==> src/pwmci_pkg.sv <==
/*
 * Constants for the PWM control-input conditioning block: APB register map,
 * field positions, reset values and the encodings of every select field.
 * Assumes a 32-bit APB master and a single 200 MHz generator clock.
 */
//
// Notes on behaviour
// [RL1] Four independent copies, each with two registers
// [RL2] Termination immediate or deferred to end of cycle
// [RL3] Stop-event select chooses the termination source
// [RL4] Code 000 terminates only on software strobe
// [RL5] Software stop bit pulses once, reads zero
// [RL6] Acceptance qualifier optionally inverted
// [RL7] Acceptance qualifier source select decoding
// [RL8] Qualifier code 000 forces one, 111 zero
// [RL9] Input optionally sampled at end of cycle
// [RL10] Input polarity optionally inverted
// [RL11] Five-bit input source select, reserved read zero
// [RL12] Code 00001 takes the generator output mux
// [RL13] Codes 00010/00011 take combined triggers A/B
// [RL14] Bypass takes another generator's input logic
// [RL15] Bypass select maps codes to generators 1-8
// [RL16] Absent generator selects constant zero
// [RL17] Acceptance criteria: level, edges, latched variants
// [RL18] Software drive bit presents its stored value
// [RL19] Drive target: acceptance, accept or stop qualifier
// [RL20] Latch dominance chooses reset-wins or set-wins
// [RL21] Stop qualifier: invert, force one/zero, sources
// [RL22] Qualifiers gate acceptance and termination
// [RL23] All fields reset to zero
`default_nettype none

package pwmci_pkg;

   // Register map: function f low word at 8*f, high word at 8*f+4
   localparam int PWMCI_NUM_FUNC = 4;
   localparam int PWMCI_ADDR_W = 12;
   localparam logic [PWMCI_ADDR_W-1:0] PWMCI_MAP_LIMIT = 12'h020;
   localparam logic [15:0] PWMCI_LOW_RESET = 16'h0000;
   localparam logic [15:0] PWMCI_HIGH_RESET = 16'h0000;
   // Writable bits; software stop bit is write-only, high bit 11 unimplemented
   localparam logic [15:0] PWMCI_LOW_RDMASK = 16'hFF7F;
   localparam logic [15:0] PWMCI_HIGH_WRMASK = 16'hF7FF;

   // Low register fields
   localparam int PWMCI_TSYNC_BIT = 15;
   localparam int PWMCI_TERM_POS = 12;
   localparam int PWMCI_AQINV_BIT = 11;
   localparam int PWMCI_AQSRC_POS = 8;
   localparam int PWMCI_SWSTOP_BIT = 7;
   localparam int PWMCI_INPUT_CYCLE_SYNC_BIT = 6;
   localparam int PWMCI_PINV_BIT = 5;
   localparam int PWMCI_PSS_POS = 0;
   // High register fields
   localparam int PWMCI_BYPASS_ENABLE_BIT = 15;
   localparam int PWMCI_BYPASS_GENERATOR_SELECT_POS = 12;
   localparam int PWMCI_ACP_POS = 8;
   localparam int PWMCI_SWBIT_BIT = 7;
   localparam int PWMCI_SWTGT_POS = 5;
   localparam int PWMCI_LATCH_DOMINANCE_MODE_BIT = 4;
   localparam int PWMCI_TQINV_BIT = 3;
   localparam int PWMCI_TQSRC_POS = 0;

   // Input source codes
   localparam logic [4:0] PWMCI_PSS_ZERO = 5'h00;
   localparam logic [4:0] PWMCI_PSS_GENMUX = 5'h01;
   localparam logic [4:0] PWMCI_PSS_COMBO_A = 5'h02;
   localparam logic [4:0] PWMCI_PSS_COMBO_B = 5'h03;
   localparam logic [31:0] PWMCI_EXT_USED = 32'hBFFF_FF00;

   // Qualifier source codes
   typedef enum logic [2:0] {
      PWMCI_Q_ONE = 3'b000, PWMCI_Q_DUTY = 3'b001, PWMCI_Q_BLANK = 3'b010,
      PWMCI_Q_TRIG = 3'b011, PWMCI_Q_GENMUX = 3'b100, PWMCI_Q_SRC8 = 3'b101,
      PWMCI_Q_SRC9 = 3'b110, PWMCI_Q_ZERO = 3'b111
   } pwmci_qual_t;

   // Termination event codes
   typedef enum logic [2:0] {
      PWMCI_T_SW = 3'b000, PWMCI_T_AUTO = 3'b001, PWMCI_T_TRIGA = 3'b010,
      PWMCI_T_TRIGB = 3'b011, PWMCI_T_TRIGC = 3'b100, PWMCI_T_GENMUX = 3'b101,
      PWMCI_T_SRC8 = 3'b110, PWMCI_T_SRC9 = 3'b111
   } pwmci_term_t;

   // Acceptance criteria
   typedef enum logic [2:0] {
      PWMCI_ACP_LEVEL = 3'b000, PWMCI_ACP_RISE = 3'b001, PWMCI_ACP_ANY = 3'b010,
      PWMCI_ACP_LATCH = 3'b011, PWMCI_ACP_LRISE = 3'b100, PWMCI_ACP_LANY = 3'b101,
      PWMCI_ACP_RSV6 = 3'b110, PWMCI_ACP_RSV7 = 3'b111
   } pwmci_acp_t;

   // Software drive targets
   localparam logic [1:0] PWMCI_SW_ACCEPT = 2'b00;
   localparam logic [1:0] PWMCI_SW_AQUAL = 2'b01;
   localparam logic [1:0] PWMCI_SW_TQUAL = 2'b10;

endpackage : pwmci_pkg

`default_nettype wire

==> src/pwmci_input_logic.sv <==
/*
 * Control-input conditioning for one PWM generator: four copies (fault,
 * current limit, feed-forward, sync) behind an APB slave.
 * Assumes trigger, end-of-cycle and generator signals come from logic on clk;
 * external source inputs and the two spare sources are asynchronous.
 */
// The APB register port and the placing of the registers are this design's own decisions.
`timescale 1ns/100ps
`default_nettype none

module pwmci_input_logic
#(
   parameter int NUM_GEN = 8
)
(
   // Clock and reset
   input wire logic clk,
   input wire logic rstn,
   // APB slave
   input wire logic psel,
   input wire logic penable,
   input wire logic pwrite,
   input wire logic [pwmci_pkg::PWMCI_ADDR_W-1:0] paddr,
   input wire logic [31:0] pwdata,
   input wire logic [3:0] pstrb,
   output logic [31:0] prdata,
   output logic pready,
   output logic pslverr,
   // Generator timing, same clock
   input wire logic end_of_cycle,
   input wire logic duty_active,
   input wire logic blanking_active,
   input wire logic generator_triggered,
   input wire logic trigger_compare_a,
   input wire logic trigger_compare_b,
   input wire logic trigger_compare_c,
   input wire logic combo_trigger_a,
   input wire logic combo_trigger_b,
   // Generator output mux, same clock
   input wire logic [7:0] generator_outputs,
   input wire logic [2:0] generator_output_mux_select,
   // Asynchronous sources, indexed by input source code
   input wire logic [31:0] external_sources,
   input wire logic spare_source_8,
   input wire logic spare_source_9,
   // Bypass: local active of generator g, function f at bit 8*f+g
   input wire logic [31:0] peer_active,
   // Results per function
   output logic [pwmci_pkg::PWMCI_NUM_FUNC-1:0] local_active,
   output logic [pwmci_pkg::PWMCI_NUM_FUNC-1:0] function_active
);
   import pwmci_pkg::*;

   logic [15:0] low_reg [PWMCI_NUM_FUNC];
   logic [15:0] high_reg [PWMCI_NUM_FUNC];
   logic [PWMCI_NUM_FUNC-1:0] sw_stop_reg;
   logic [31:0] prdata_reg;
   logic [31:0] ext_meta_reg;
   logic [31:0] ext_sync_reg;
   logic [1:0] spare_meta_reg;
   logic [1:0] spare_sync_reg;

   // APB decode; read data is captured in the setup cycle, so pready can
   // be high on the first access cycle without a combinational read path
   wire setup_phase = psel & ~penable;
   wire access_phase = psel & penable;
   wire addr_ok = (paddr < PWMCI_MAP_LIMIT) && (paddr[1:0] == 2'b00);
   wire [1:0] sel_func = paddr[4:3];
   wire sel_high = paddr[2];
   wire wr_en = access_phase & pwrite & addr_ok;
   wire [15:0] wr_bytes = {{8{pstrb[1]}}, {8{pstrb[0]}}};
   wire [15:0] rd_low = low_reg[sel_func] & PWMCI_LOW_RDMASK; // see [RL5]
   wire [15:0] rd_word = sel_high ? high_reg[sel_func] : rd_low;

   assign pready = access_phase;
   assign pslverr = access_phase & ~addr_ok;
   assign prdata = prdata_reg;

   always_ff @(posedge clk or negedge rstn)
   begin
      if (!rstn)
         prdata_reg <= 32'h0000_0000;
      else if (setup_phase)
         prdata_reg <= addr_ok ? {16'h0000, rd_word} : 32'h0000_0000;
   end

   // Configuration storage, one register pair per function
   always_ff @(posedge clk or negedge rstn)
   begin
      if (!rstn)
      begin
         for (int i = 0; i < PWMCI_NUM_FUNC; i++)
         begin
            low_reg[i] <= PWMCI_LOW_RESET; // see [RL23]
            high_reg[i] <= PWMCI_HIGH_RESET; // see [RL23]
         end
         sw_stop_reg <= '0;
      end
      else
      begin
         for (int i = 0; i < PWMCI_NUM_FUNC; i++)
         begin
            if (wr_en && sel_func == i[1:0] && !sel_high)
               low_reg[i] <= (low_reg[i] & ~(wr_bytes & PWMCI_LOW_RDMASK))
                  | (pwdata[15:0] & wr_bytes & PWMCI_LOW_RDMASK); // see [RL1]
            if (wr_en && sel_func == i[1:0] && sel_high)
               high_reg[i] <= (high_reg[i] & ~(wr_bytes & PWMCI_HIGH_WRMASK))
                  | (pwdata[15:0] & wr_bytes & PWMCI_HIGH_WRMASK); // see [RL1]
            // One-cycle event, nothing stored in the register
            sw_stop_reg[i] <= wr_en && sel_func == i[1:0] && !sel_high
               && pstrb[0] && pwdata[PWMCI_SWSTOP_BIT]; // see [RL5]
         end
      end
   end

   // Two-flop synchronisers for pins, comparators and remapped inputs
   always_ff @(posedge clk or negedge rstn)
   begin
      if (!rstn)
      begin
         ext_meta_reg <= 32'h0000_0000;
         ext_sync_reg <= 32'h0000_0000;
         spare_meta_reg <= 2'b00;
         spare_sync_reg <= 2'b00;
      end
      else
      begin
         ext_meta_reg <= external_sources & PWMCI_EXT_USED;
         ext_sync_reg <= ext_meta_reg;
         spare_meta_reg <= {spare_source_9, spare_source_8};
         spare_sync_reg <= spare_meta_reg;
      end
   end

   wire src8 = spare_sync_reg[0];
   wire src9 = spare_sync_reg[1];

   // Generator output mux, zero for a generator the device lacks
   wire genmux_present = {29'd0, generator_output_mux_select} < NUM_GEN;
   wire genmux_sig = genmux_present & generator_outputs[generator_output_mux_select]; // see [RL16]

   // Source vector indexed by the five-bit select; reserved codes stay zero
   wire [31:0] source_vec = {ext_sync_reg[31:4], combo_trigger_b, combo_trigger_a,
      genmux_sig, 1'b0}; // see [RL11] see [RL12] see [RL13]

   // Every source is an argument: a call in a continuous assignment only
   // re-evaluates when one of its arguments changes
   function automatic logic qual_pick(input logic [2:0] code, input logic duty,
      input logic blank, input logic trig, input logic gm, input logic s8, input logic s9);
      logic q;
      q = 1'b0;
      case (pwmci_qual_t'(code))
         PWMCI_Q_ONE: q = 1'b1; // see [RL8]
         PWMCI_Q_DUTY: q = duty; // see [RL7]
         PWMCI_Q_BLANK: q = blank;
         PWMCI_Q_TRIG: q = trig;
         PWMCI_Q_GENMUX: q = gm;
         PWMCI_Q_SRC8: q = s8;
         PWMCI_Q_SRC9: q = s9;
         PWMCI_Q_ZERO: q = 1'b0; // see [RL8]
         default: q = 1'b0;
      endcase
      return q;
   endfunction : qual_pick

   genvar f;
   generate
      for (f = 0; f < PWMCI_NUM_FUNC; f++)
      begin : g_func
         logic sampled_reg;
         logic in_prev_reg;
         logic gated_prev_reg;
         logic latch_reg;
         logic pend_reg;
         logic out_reg;
         logic latch_next;
         logic set_cond;
         logic out_next;

         wire [15:0] lo = low_reg[f];
         wire [15:0] hi = high_reg[f];
         wire [4:0] input_source_select = lo[PWMCI_PSS_POS +: 5];
         wire [2:0] term_sel = lo[PWMCI_TERM_POS +: 3];
         wire [2:0] aq_sel = lo[PWMCI_AQSRC_POS +: 3];
         wire [2:0] tq_sel = hi[PWMCI_TQSRC_POS +: 3];
         wire [2:0] acceptance_criteria = hi[PWMCI_ACP_POS +: 3];
         wire [1:0] sw_tgt = hi[PWMCI_SWTGT_POS +: 2];
         wire sw_bit = hi[PWMCI_SWBIT_BIT]; // see [RL18]

         // Source, optional end-of-cycle sampling, then polarity
         wire raw_src = source_vec[input_source_select]; // see [RL11]
         wire synced_src = lo[PWMCI_INPUT_CYCLE_SYNC_BIT] ? sampled_reg : raw_src; // see [RL9]
         wire pol_src = synced_src ^ lo[PWMCI_PINV_BIT]; // see [RL10]
         wire in_sig = pol_src | (sw_tgt == PWMCI_SW_ACCEPT && sw_bit); // see [RL19]

         // Qualifiers; a forced-zero code passes only through the invert bit or the drive bit
         wire aq_raw = qual_pick(aq_sel, duty_active, blanking_active, generator_triggered,
            genmux_sig, src8, src9); // see [RL7]
         wire aq_sw = (sw_tgt == PWMCI_SW_AQUAL) && sw_bit; // see [RL19]
         wire aq = (aq_raw ^ lo[PWMCI_AQINV_BIT]) | aq_sw; // see [RL6]
         wire tq_raw = qual_pick(tq_sel, duty_active, blanking_active, generator_triggered,
            genmux_sig, src8, src9); // see [RL21]
         wire tq_sw = (sw_tgt == PWMCI_SW_TQUAL) && sw_bit; // see [RL19]
         wire tq = (tq_raw ^ hi[PWMCI_TQINV_BIT]) | tq_sw; // see [RL21]

         // Accepted input and its edges
         wire gated = in_sig & aq; // see [RL22]
         wire rise = gated & ~gated_prev_reg;
         wire any_edge = gated ^ gated_prev_reg;
         wire fall_in = in_prev_reg & ~in_sig;

         // Termination event
         logic term_evt;
         always_comb
         begin
            term_evt = 1'b0;
            case (pwmci_term_t'(term_sel))
               PWMCI_T_SW: term_evt = sw_stop_reg[f]; // see [RL4]
               PWMCI_T_AUTO: term_evt = fall_in; // see [RL3]
               PWMCI_T_TRIGA: term_evt = trigger_compare_a;
               PWMCI_T_TRIGB: term_evt = trigger_compare_b;
               PWMCI_T_TRIGC: term_evt = trigger_compare_c;
               PWMCI_T_GENMUX: term_evt = genmux_sig;
               PWMCI_T_SRC8: term_evt = src8;
               PWMCI_T_SRC9: term_evt = src9;
               default: term_evt = 1'b0;
            endcase
         end

         wire term_q = term_evt & tq; // see [RL22]
         // Deferred termination waits for the end of the current cycle
         wire reset_cond = lo[PWMCI_TSYNC_BIT] ? term_q
            : ((pend_reg | term_q) & end_of_cycle); // see [RL2]

         // Latch with selectable dominance
         always_comb
         begin
            set_cond = 1'b0;
            out_next = 1'b0;
            case (pwmci_acp_t'(acceptance_criteria))
               PWMCI_ACP_LATCH: set_cond = gated; // see [RL17]
               PWMCI_ACP_LRISE: set_cond = rise;
               PWMCI_ACP_LANY: set_cond = any_edge;
               default: set_cond = 1'b0;
            endcase
            if (set_cond && reset_cond)
               latch_next = ~hi[PWMCI_LATCH_DOMINANCE_MODE_BIT]; // see [RL20]
            else if (set_cond)
               latch_next = 1'b1;
            else if (reset_cond)
               latch_next = 1'b0;
            else
               latch_next = latch_reg;
            case (pwmci_acp_t'(acceptance_criteria))
               PWMCI_ACP_LEVEL: out_next = gated; // see [RL17]
               PWMCI_ACP_RISE: out_next = rise;
               PWMCI_ACP_ANY: out_next = any_edge;
               PWMCI_ACP_LATCH, PWMCI_ACP_LRISE, PWMCI_ACP_LANY: out_next = latch_next;
               default: out_next = 1'b0;
            endcase
         end

         always_ff @(posedge clk or negedge rstn)
         begin
            if (!rstn)
            begin
               sampled_reg <= 1'b0;
               in_prev_reg <= 1'b0;
               gated_prev_reg <= 1'b0;
               latch_reg <= 1'b0;
               pend_reg <= 1'b0;
               out_reg <= 1'b0;
            end
            else
            begin
               if (end_of_cycle)
                  sampled_reg <= raw_src; // see [RL9]
               in_prev_reg <= in_sig;
               gated_prev_reg <= gated;
               latch_reg <= latch_next;
               // A new termination on the end-of-cycle edge is consumed by it
               pend_reg <= lo[PWMCI_TSYNC_BIT] ? 1'b0
                  : ((pend_reg | term_q) & ~end_of_cycle); // see [RL2]
               out_reg <= out_next;
            end
         end

         // Bypass to the same function of another generator
         wire [7:0] peer = peer_active[f*8 +: 8];
         wire [2:0] bypass_generator_select = hi[PWMCI_BYPASS_GENERATOR_SELECT_POS +: 3];
         wire peer_ok = {29'd0, bypass_generator_select} < NUM_GEN; // see [RL16]
         wire peer_sig = peer_ok & peer[bypass_generator_select]; // see [RL15]

         assign local_active[f] = out_reg;
         assign function_active[f] = hi[PWMCI_BYPASS_ENABLE_BIT] ? peer_sig : out_reg; // see [RL14]
      end
   endgenerate

endmodule : pwmci_input_logic

`default_nettype wire

==> config.mk <==
export PLATFORM = sky130hd
export DESIGN_NAME = pwmci_input_logic
export DESIGN_NICKNAME = d
export VERILOG_FILES = /design/src/pwmci_pkg.sv /design/src/pwmci_input_logic.sv
export SDC_FILE = /design/constraint.sdc
export NUM_CORES = 1
export LEC_CHECK = 0
export BUFFER_PORTS_ARGS = -buffer_cell sky130_fd_sc_hd__buf_2
export CORE_MARGIN = 8
export CORE_UTILIZATION = 45
export CTS_BUF_LIST = sky130_fd_sc_hd__clkbuf_8
export DETAILED_ROUTE_END_ITERATION = 10
export PLACE_DENSITY = 0.7
export SLEW_MARGIN = 5
export SYNTH_ARGS = -nofsm -noshare
export SYNTH_HDL_FRONTEND = slang
export SYNTH_SLANG_ARGS = --single-unit
export TNS_END_PERCENT = 20
==> constraint.sdc <==
create_clock -name clk -period 3.27 [get_ports clk]
set_input_delay 0.327 -clock clk [delete_from_list [all_inputs] [get_ports clk]]
set_output_delay 0.327 -clock clk [all_outputs]
set_load 0.05 [all_outputs]
==> impl_metrics.toml, run 1 <==
[yosys]
yosys.area_share.xor_xnor = 0.007763
yosys_warnings = 0
avgSynthCellArea_um2 = 12.45
synth.distinct_cells = 77
synth_seq_area_share = 0.4747
synth_compound_area_frac = 0.09338
synthAdderAreaFrac = 0.004436
synth_flop_cell = "dfrtp_1"
synth_top_family_by_area = "multiplexers"
synthSimpleGateAreaFrac = 0.1046
syn_inst = 906
postSynth.asyncResetShare = 1.000
muxShareOfSynthArea = 0.2799
synthTopCellsByArea = "dfrtp_1, mux2_2, mux4_2"
synth_edf_count = 0
synth_top_area_frac = 0.4747
ys_ff_latch = 214
syn_area_um2 = 11280
yosysTopAreaCell = "dfrtp_1"

[timing]
hold_viol_final = 0
slew_violations = 0
tightest_slew_ps = 893.0
fin_crit_ps = 3557
relSlewSlack = 0.4047
setup_ws_ps = -286.8
fin_crit_sh = 1.088
timing.hold.ws_ps = 121.2
skew_ps = 15.84
fmax_ghz = 0.2811
rsz0062_at_grt = "yes"
finalSetupViolations = 5

[hold_path]
hold_class = "in -> reg"
holdPathStages = 2
min-delay-start = "pwdata[11]"

[finish]
mostFrequentLayoutCells = "dfrtp_1, buf_2, mux2_2, buf_4, nand2_1"
area_growth_pct = 23.71
final_common_cell = "dfrtp_1"
final_nets = 1289
nFillCells = 2113
final_core_util = 0.5607
diodes = 0
finalInstanceArea_um2 = 13960
drive_above_1_share = 0.4187

[critical_path]
cp_top_family = "compound AO/OA/AOI/OAI gates"
crit_path_cell_trace = "buf_6 -> mux4_2 -> nor2_2 -> a21oi_2 -> a311oi_2 -> a211oi_2 -> nor3b_2 -> nor2_2 -> ha_1 -> inv_1 -> mux2_4 -> a31oi_4 -> o31ai_1 -> a21oi_1 -> a2bb2oi_1 -> o22ai_1"
worstSetupStartpointType = "flop"
worst_ep_required_time_ps = 3660
rrSetupSlack_ps = -290
r2r_end = "g_func[1].out_reg$_DFF_PN0_"
cp-end-kind = "flop"
path_depth = 16
path_common_cell = "nor2_2"
path_class = "reg -> reg"
crit_path_max_fanout = 7
cp.buffers_inverters = 2
cp_slowest_cell = "mux4_2"
crit_arrival_ps = 3950
r2r_cells = 16
slowest_delay_ps = 490

[global_routing]
grtUsageMet2 = 0.3205
grt.met3_usage = 0.04339
grt_pass1_wl_mm = 48.80
grt-ovfl-total = 0
grtUsageMet1 = 0.2763
busiest_layer = "met2"
grt_usage = 0.2012
grt_pass1_vias = 8731
antenna_found_initial = 0
grt_max_degree = 82

[clock_tree]
root_buffer = "clkbuf_8"
clk_pin_slew_ps = 60
htree_levels = 2
clock-sinks = 214
cts_tree = "done"
numCtsBuffers = 38
clkLatencyLatePin_ps = 530
clockBufferDepth = 3

[drt]
ant_nets = 0
wire_per_inst_um = 20.60
via_count = 8669
drtIter0Drc = 715
drc = 0
dr.pass1.iters = 5
via_per_inst = 5.760
wirelength_mm = 31.01

[placed_design]
gp_congestion = 0.9103
dpl-instance-area_um2 = 12730
hpwl_mm = 22.56
numPortBuffers = 137
dpl_worst_slack_ps = -420.0

[power]
p_leak_nw = 6.432
total_power_w = 0.005843
power_density_nw_per_um2 = 418.7
peakVddDrop_uv = 313.1

[run_status]
violations = "negative setup slack"
outcome = "complete, but fails checks"

[flow_run]
maxCapViolations = 0

[floorplan]
die-area_um2 = 30390
fp.dieH_um = 174.3
start_util = 0.4533
die_w_um = 174.3
fp-row-count = 58
ioPinCount = 181
core_area_um2 = 24890
## routing by layer
metal / up-vias / wire (um)
met1: 4377 / 13250
met5: - / 0
met3: 45 / 2481
li1: 3885 / -
met2: 362 / 14750
met4: 0 / 525
## synthesized netlist by cell type, types with 2 or more instances
library cell  instances
a2111oi_0             4
a211o_1               2
a211oi_1             14
a21boi_0              3
a21oi_1              25
a221oi_1              2
a22o_1                2
a22oi_1               2
a31oi_1              13
and2_1                5
and3_1                5
buf_1                 5
buf_2                 3
buf_4                21
clkbuf_1             24
dfrtp_1             214
ha_1                  4
inv_1                27
mux2_2              124
mux2i_1              44
mux4_2               58
nand2_1              62
nand2b_1              9
nand3_1              12
nand3b_1             23
nand4_1               2
nand4b_1              5
nor2_1               47
nor2b_1               8
nor3_1                4
nor3_2                2
nor3b_1              19
nor4_1                5
o2111a_1              2
o2111ai_1             3
o21a_1                3
o21ai_0              39
o22ai_1               4
o2bb2ai_1             2
o31ai_1               8
or3b_2                2
xnor2_1               6
xor2_1                4
## per-stage QoR
stage | setup TNS, ps | std cells
finish | -657.8 | 1505
global route | -1779 | 1505
CTS | -800.5 | 1502
detailed placement | -2328 | 1404
global placement | -1659 | 1404
floorplan | -95.06 | 921
## cells by family after synthesis
logic type | after synthesis
mux | 227
other cells | 1
flops | 214
buf+inv | 81
compound gates | 150
fa+ha+maj | 4
xor+xnor | 10
simple gates | 219
## power by group
group	leakage [nW]	switching [W]	internal, W
Combinational	3.18	0.000311	0.000214
Sequential	2.80	0.0000351	0.00270
Clock	0.450	0.00113	0.00146
Total	6.43	0.00147	0.00437
## worst max-delay path by stage
stage,start,end
2_1_floorplan,flop,g_func[1].out_reg$_DFF_PN0_
5_1_grt,flop,g_func[1].out_reg$_DFF_PN0_
3_5_place_dp,generator_output_mux_select[0],g_func[0].out_reg$_DFF_PN0_
4_1_cts,flop,g_func[1].out_reg$_DFF_PN0_
6_report,flop,g_func[1].out_reg$_DFF_PN0_
3_3_place_gp,generator_output_mux_select[0],g_func[0].out_reg$_DFF_PN0_
## repair_timing
item                                    in CTS  in global routing
hold buffers                                26                  0
resized for setup                           14                 12
pin swaps                                    8                  8
endpoints found under the setup margin       8                  8
buffers inserted                             3                  3
endpoints found under the hold margin       86                  0
## area by class of cell
type                    count  area [um^2]  area share
clock buffers              50        688.2     0.04931
flip-flops and latches    214         5360      0.3840
inverters                  27        101.3    0.007261
clock inverters            19        121.4    0.008696
repair buffers            239         1578      0.1130
well taps                 330        412.9     0.02958
multi-input cells         626         5695      0.4081
(Power assumes the default switching activity.)
==> run 2: changes to the inputs <==
- ABC_AREA: default -> 1
==> run 2 against run 1 <==
Combinational power down 16%. Synthesized cell count rose by 54%. Largest power group unchanged. Core utilization fell by 2.4 points. Non-clock buffer count shrank 57. Wire length up 15%. Critical path type unchanged. Global-route usage grew 3.1 points. Area after synthesis shrank 0.90%. Register-to-register slack gained 550 ps. Worst setup slack gained 550 ps. Via count grew 23%. First-iteration DRC count up 67%. Highest routed layer unchanged. The flow now finishes without violations. Critical endpoint is now g_func[3].out_reg$_DFF_PN0_. Die area fell by 0.82%.
==> impl_metrics.toml, run 2 <==
[yosys]
syn_inst = 1397
synth_edf_count = 0
synthTopCellsByArea = "dfrtp_1, nand2_1, o21ai_0"
syn_area_um2 = 11180
synth_flop_cell = "dfrtp_1"
synth_seq_area_share = 0.4790
postSynth.asyncResetShare = 1.000
yosys_warnings = 0
synth_top_area_frac = 0.4790
yosys-top-cells-count = "nand2_1, dfrtp_1, o21ai_0"
yosysTopAreaCell = "dfrtp_1"
ys_ff_latch = 214
synth.distinct_cells = 52
synth_most_common_cell = "nand2_1"
avgSynthCellArea_um2 = 8.003

[power]
seqPwrFrac = 0.496
p_leak_nw = 6.106
p_int_w = 0.004051
peakVddDrop_uv = 344.5
swShare = 0.2590
p_switching_w = 0.001415
comb_power_share = 0.080
power_density_nw_per_um2 = 417.8
p_clk_frac = 0.423

[floorplan]
die_w_um = 173.6
core_area_um2 = 24390
die-area_um2 = 30150
fp-row-count = 57
ioPinCount = 181
start_util = 0.4584
fp.dieH_um = 173.6

[timing]
fin_crit_ps = 3003
skew_ps = 28.36
fmax_ghz = 0.3330
fin_crit_sh = 0.9184
setup_ws_ps = 266.7
rsz0062_at_grt = "yes"
relSlewSlack = 0.5255
hold_viol_final = 0
final.setup.tns_ps = 0
finalSetupViolations = 0
tightest_slew_ps = 711.7
slew_violations = 0

[global_routing]
grt-ovfl-total = 0
grt_pass1_vias = 10401
grt_max_degree = 92
antenna_found_initial = 2
grt_usage = 0.2323
grt_pass1_wl_mm = 56.03

[finish]
finalInstanceArea_um2 = 13080
fin_cells = 1915
final-seq-area_um2 = 5360
mostFrequentLayoutCells = "nand2_1, dfrtp_1, inv_1, o21ai_0, buf_2"
nFillCells = 2320
area_growth_pct = 17.02
multiInputGateArea_um2 = 4788
final_common_cell = "nand2_1"
drive_above_1_share = 0.1604
final_nets = 1710

[critical_path]
cp_top_family = "simple AND/OR/NAND/NOR gates"
cp.buffers_inverters = 2
slowest_delay_ps = 520
path_common_cell = "nand2_2"
worst_ep_required_time_ps = 3710
cp-end-kind = "flop"
crit_path_max_fanout = 11
crit_path_cell_trace = "inv_1 -> o21ai_0 -> o21ai_0 -> o21ai_1 -> o21ai_1 -> nand2_2 -> nand3_2 -> nand2_1 -> nand2_2 -> nand3_4 -> nand2_1 -> inv_2 -> ha_1 -> nor4_1 -> a31oi_1 -> nand2_2 -> or2_4 -> nand3_2 -> nand2_2"
cp_slowest_cell = "dfrtp_1"
path_class = "reg -> reg"
crit_arrival_ps = 3440
worstSetupStartpointType = "flop"

[drt]
dr.pass1.iters = 7
drc = 0
wirelength_mm = 35.69
drtIter0Drc = 1195
via_per_inst = 5.573
via_count = 10673
ant_nets = 0
wire_per_inst_um = 18.63

[hold_path]
hold_class = "in -> reg"

[clock_tree]
htree_levels = 2
clkLatencyLatePin_ps = 540
cts_setup_buffers = 0
cts_tree = "done"
root_buffer = "clkbuf_8"
clockBufferDepth = 3
numCtsBuffers = 37
clk_pin_slew_ps = 60
clock-sinks = 214

[placed_design]
placedCellCount = 1826
dpl_worst_slack_ps = 194.7
hpwl_mm = 25.86
dpl-instance-area_um2 = 12130
gp_congestion = 0.9386
numPortBuffers = 137

[run_status]
outcome = "finished, final reports clean"

[flow_run]
maxCapViolations = 0
==> run 2: per-layer routing <==
layer / track usage / routed length, um
met5: 0 / 0
met4: 0.09761 / 1328
met3: 0.06077 / 3455
met2: 0.3534 / 15600
met1: 0.3096 / 15300
==> run 2: area by class of cell <==
| class | instances | area share |
|---|---|---|
| flip-flops and latches | 214 | 0.4097 |
| multi-input cells | 942 | 0.3660 |
| repair buffers | 182 | 0.08588 |
| inverters | 190 | 0.05489 |
| clock buffers | 41 | 0.04313 |
| well taps | 324 | 0.03098 |
| clock inverters | 21 | 0.009276 |
| diodes | 1 | 0.0001913 |
==> run 2: path summary, 6_finish.rpt <==
kind	cells past startpoint	to	startpoint	slack, ps
worst max-delay path	19	g_func[3].out_reg$_DFF_PN0_	flop	270
worst min-delay path	2	g_func[3].sampled_reg$_DFFE_PN0P_	end_of_cycle	130
worst max register to register	19	g_func[3].out_reg$_DFF_PN0_	flop	270
worst min register to register	0	ext_sync_reg[25]$_DFF_PN0_	ext_meta_reg[25]$_DFF_PN0_	340
max in group asynchronous	3	async pin	rstn	2070
min in group asynchronous	2	ext_meta_reg[12]$_DFF_PN0_	rstn	430
==> run 2: logic make-up (layout without fill, tap and decap cells) <==
logic type	Yosys count	count (layout)	synth area share
DFF	214	214	0.4790
AOI/OAI and AO/OA	386	386	0.2023
and+or+nand+nor	525	525	0.2068
buffers and inverters	256	434	0.09781
xor gates and xnor gates	5	5	0.003917
adders and majority gates	4	4	0.004476
muxes	6	6	0.005372
other	1	17	0.0003354
==> run 2: power by group through the flow <==
stage	combinational [W]	sequential [W]	clock, W
floorplan	0.000203	0.00275	0
global placement	0.000408	0.00276	0
detailed placement	0.000412	0.00276	0
CTS	0.000437	0.00271	0.00236
global route	0.000480	0.00271	0.00249
finish	0.000440	0.00271	0.00231
==> run 2: stage by stage <==
step | power, W | utilization | hold slack, ps
final | 0.005466 | 0.5364 | 132.9
after global routing | 0.005679 | 0.5364 | 131.0
after CTS | 0.005511 | 0.5360 | 103.9
after detailed placement | 0.003171 | 0.4972 | 334.7
after global placement | 0.003167 | 0.4972 | 332.5
after floorplan | 0.002951 | - | 31.41
==> run 2: timing repair <==
| action | CTS | global route |
|---|---|---|
| endpoints found under the setup margin | 0 | 7 |
| hold buffers | 26 | 0 |
| endpoints found under the hold margin | 112 | 0 |
| resized for setup | 0 | 5 |
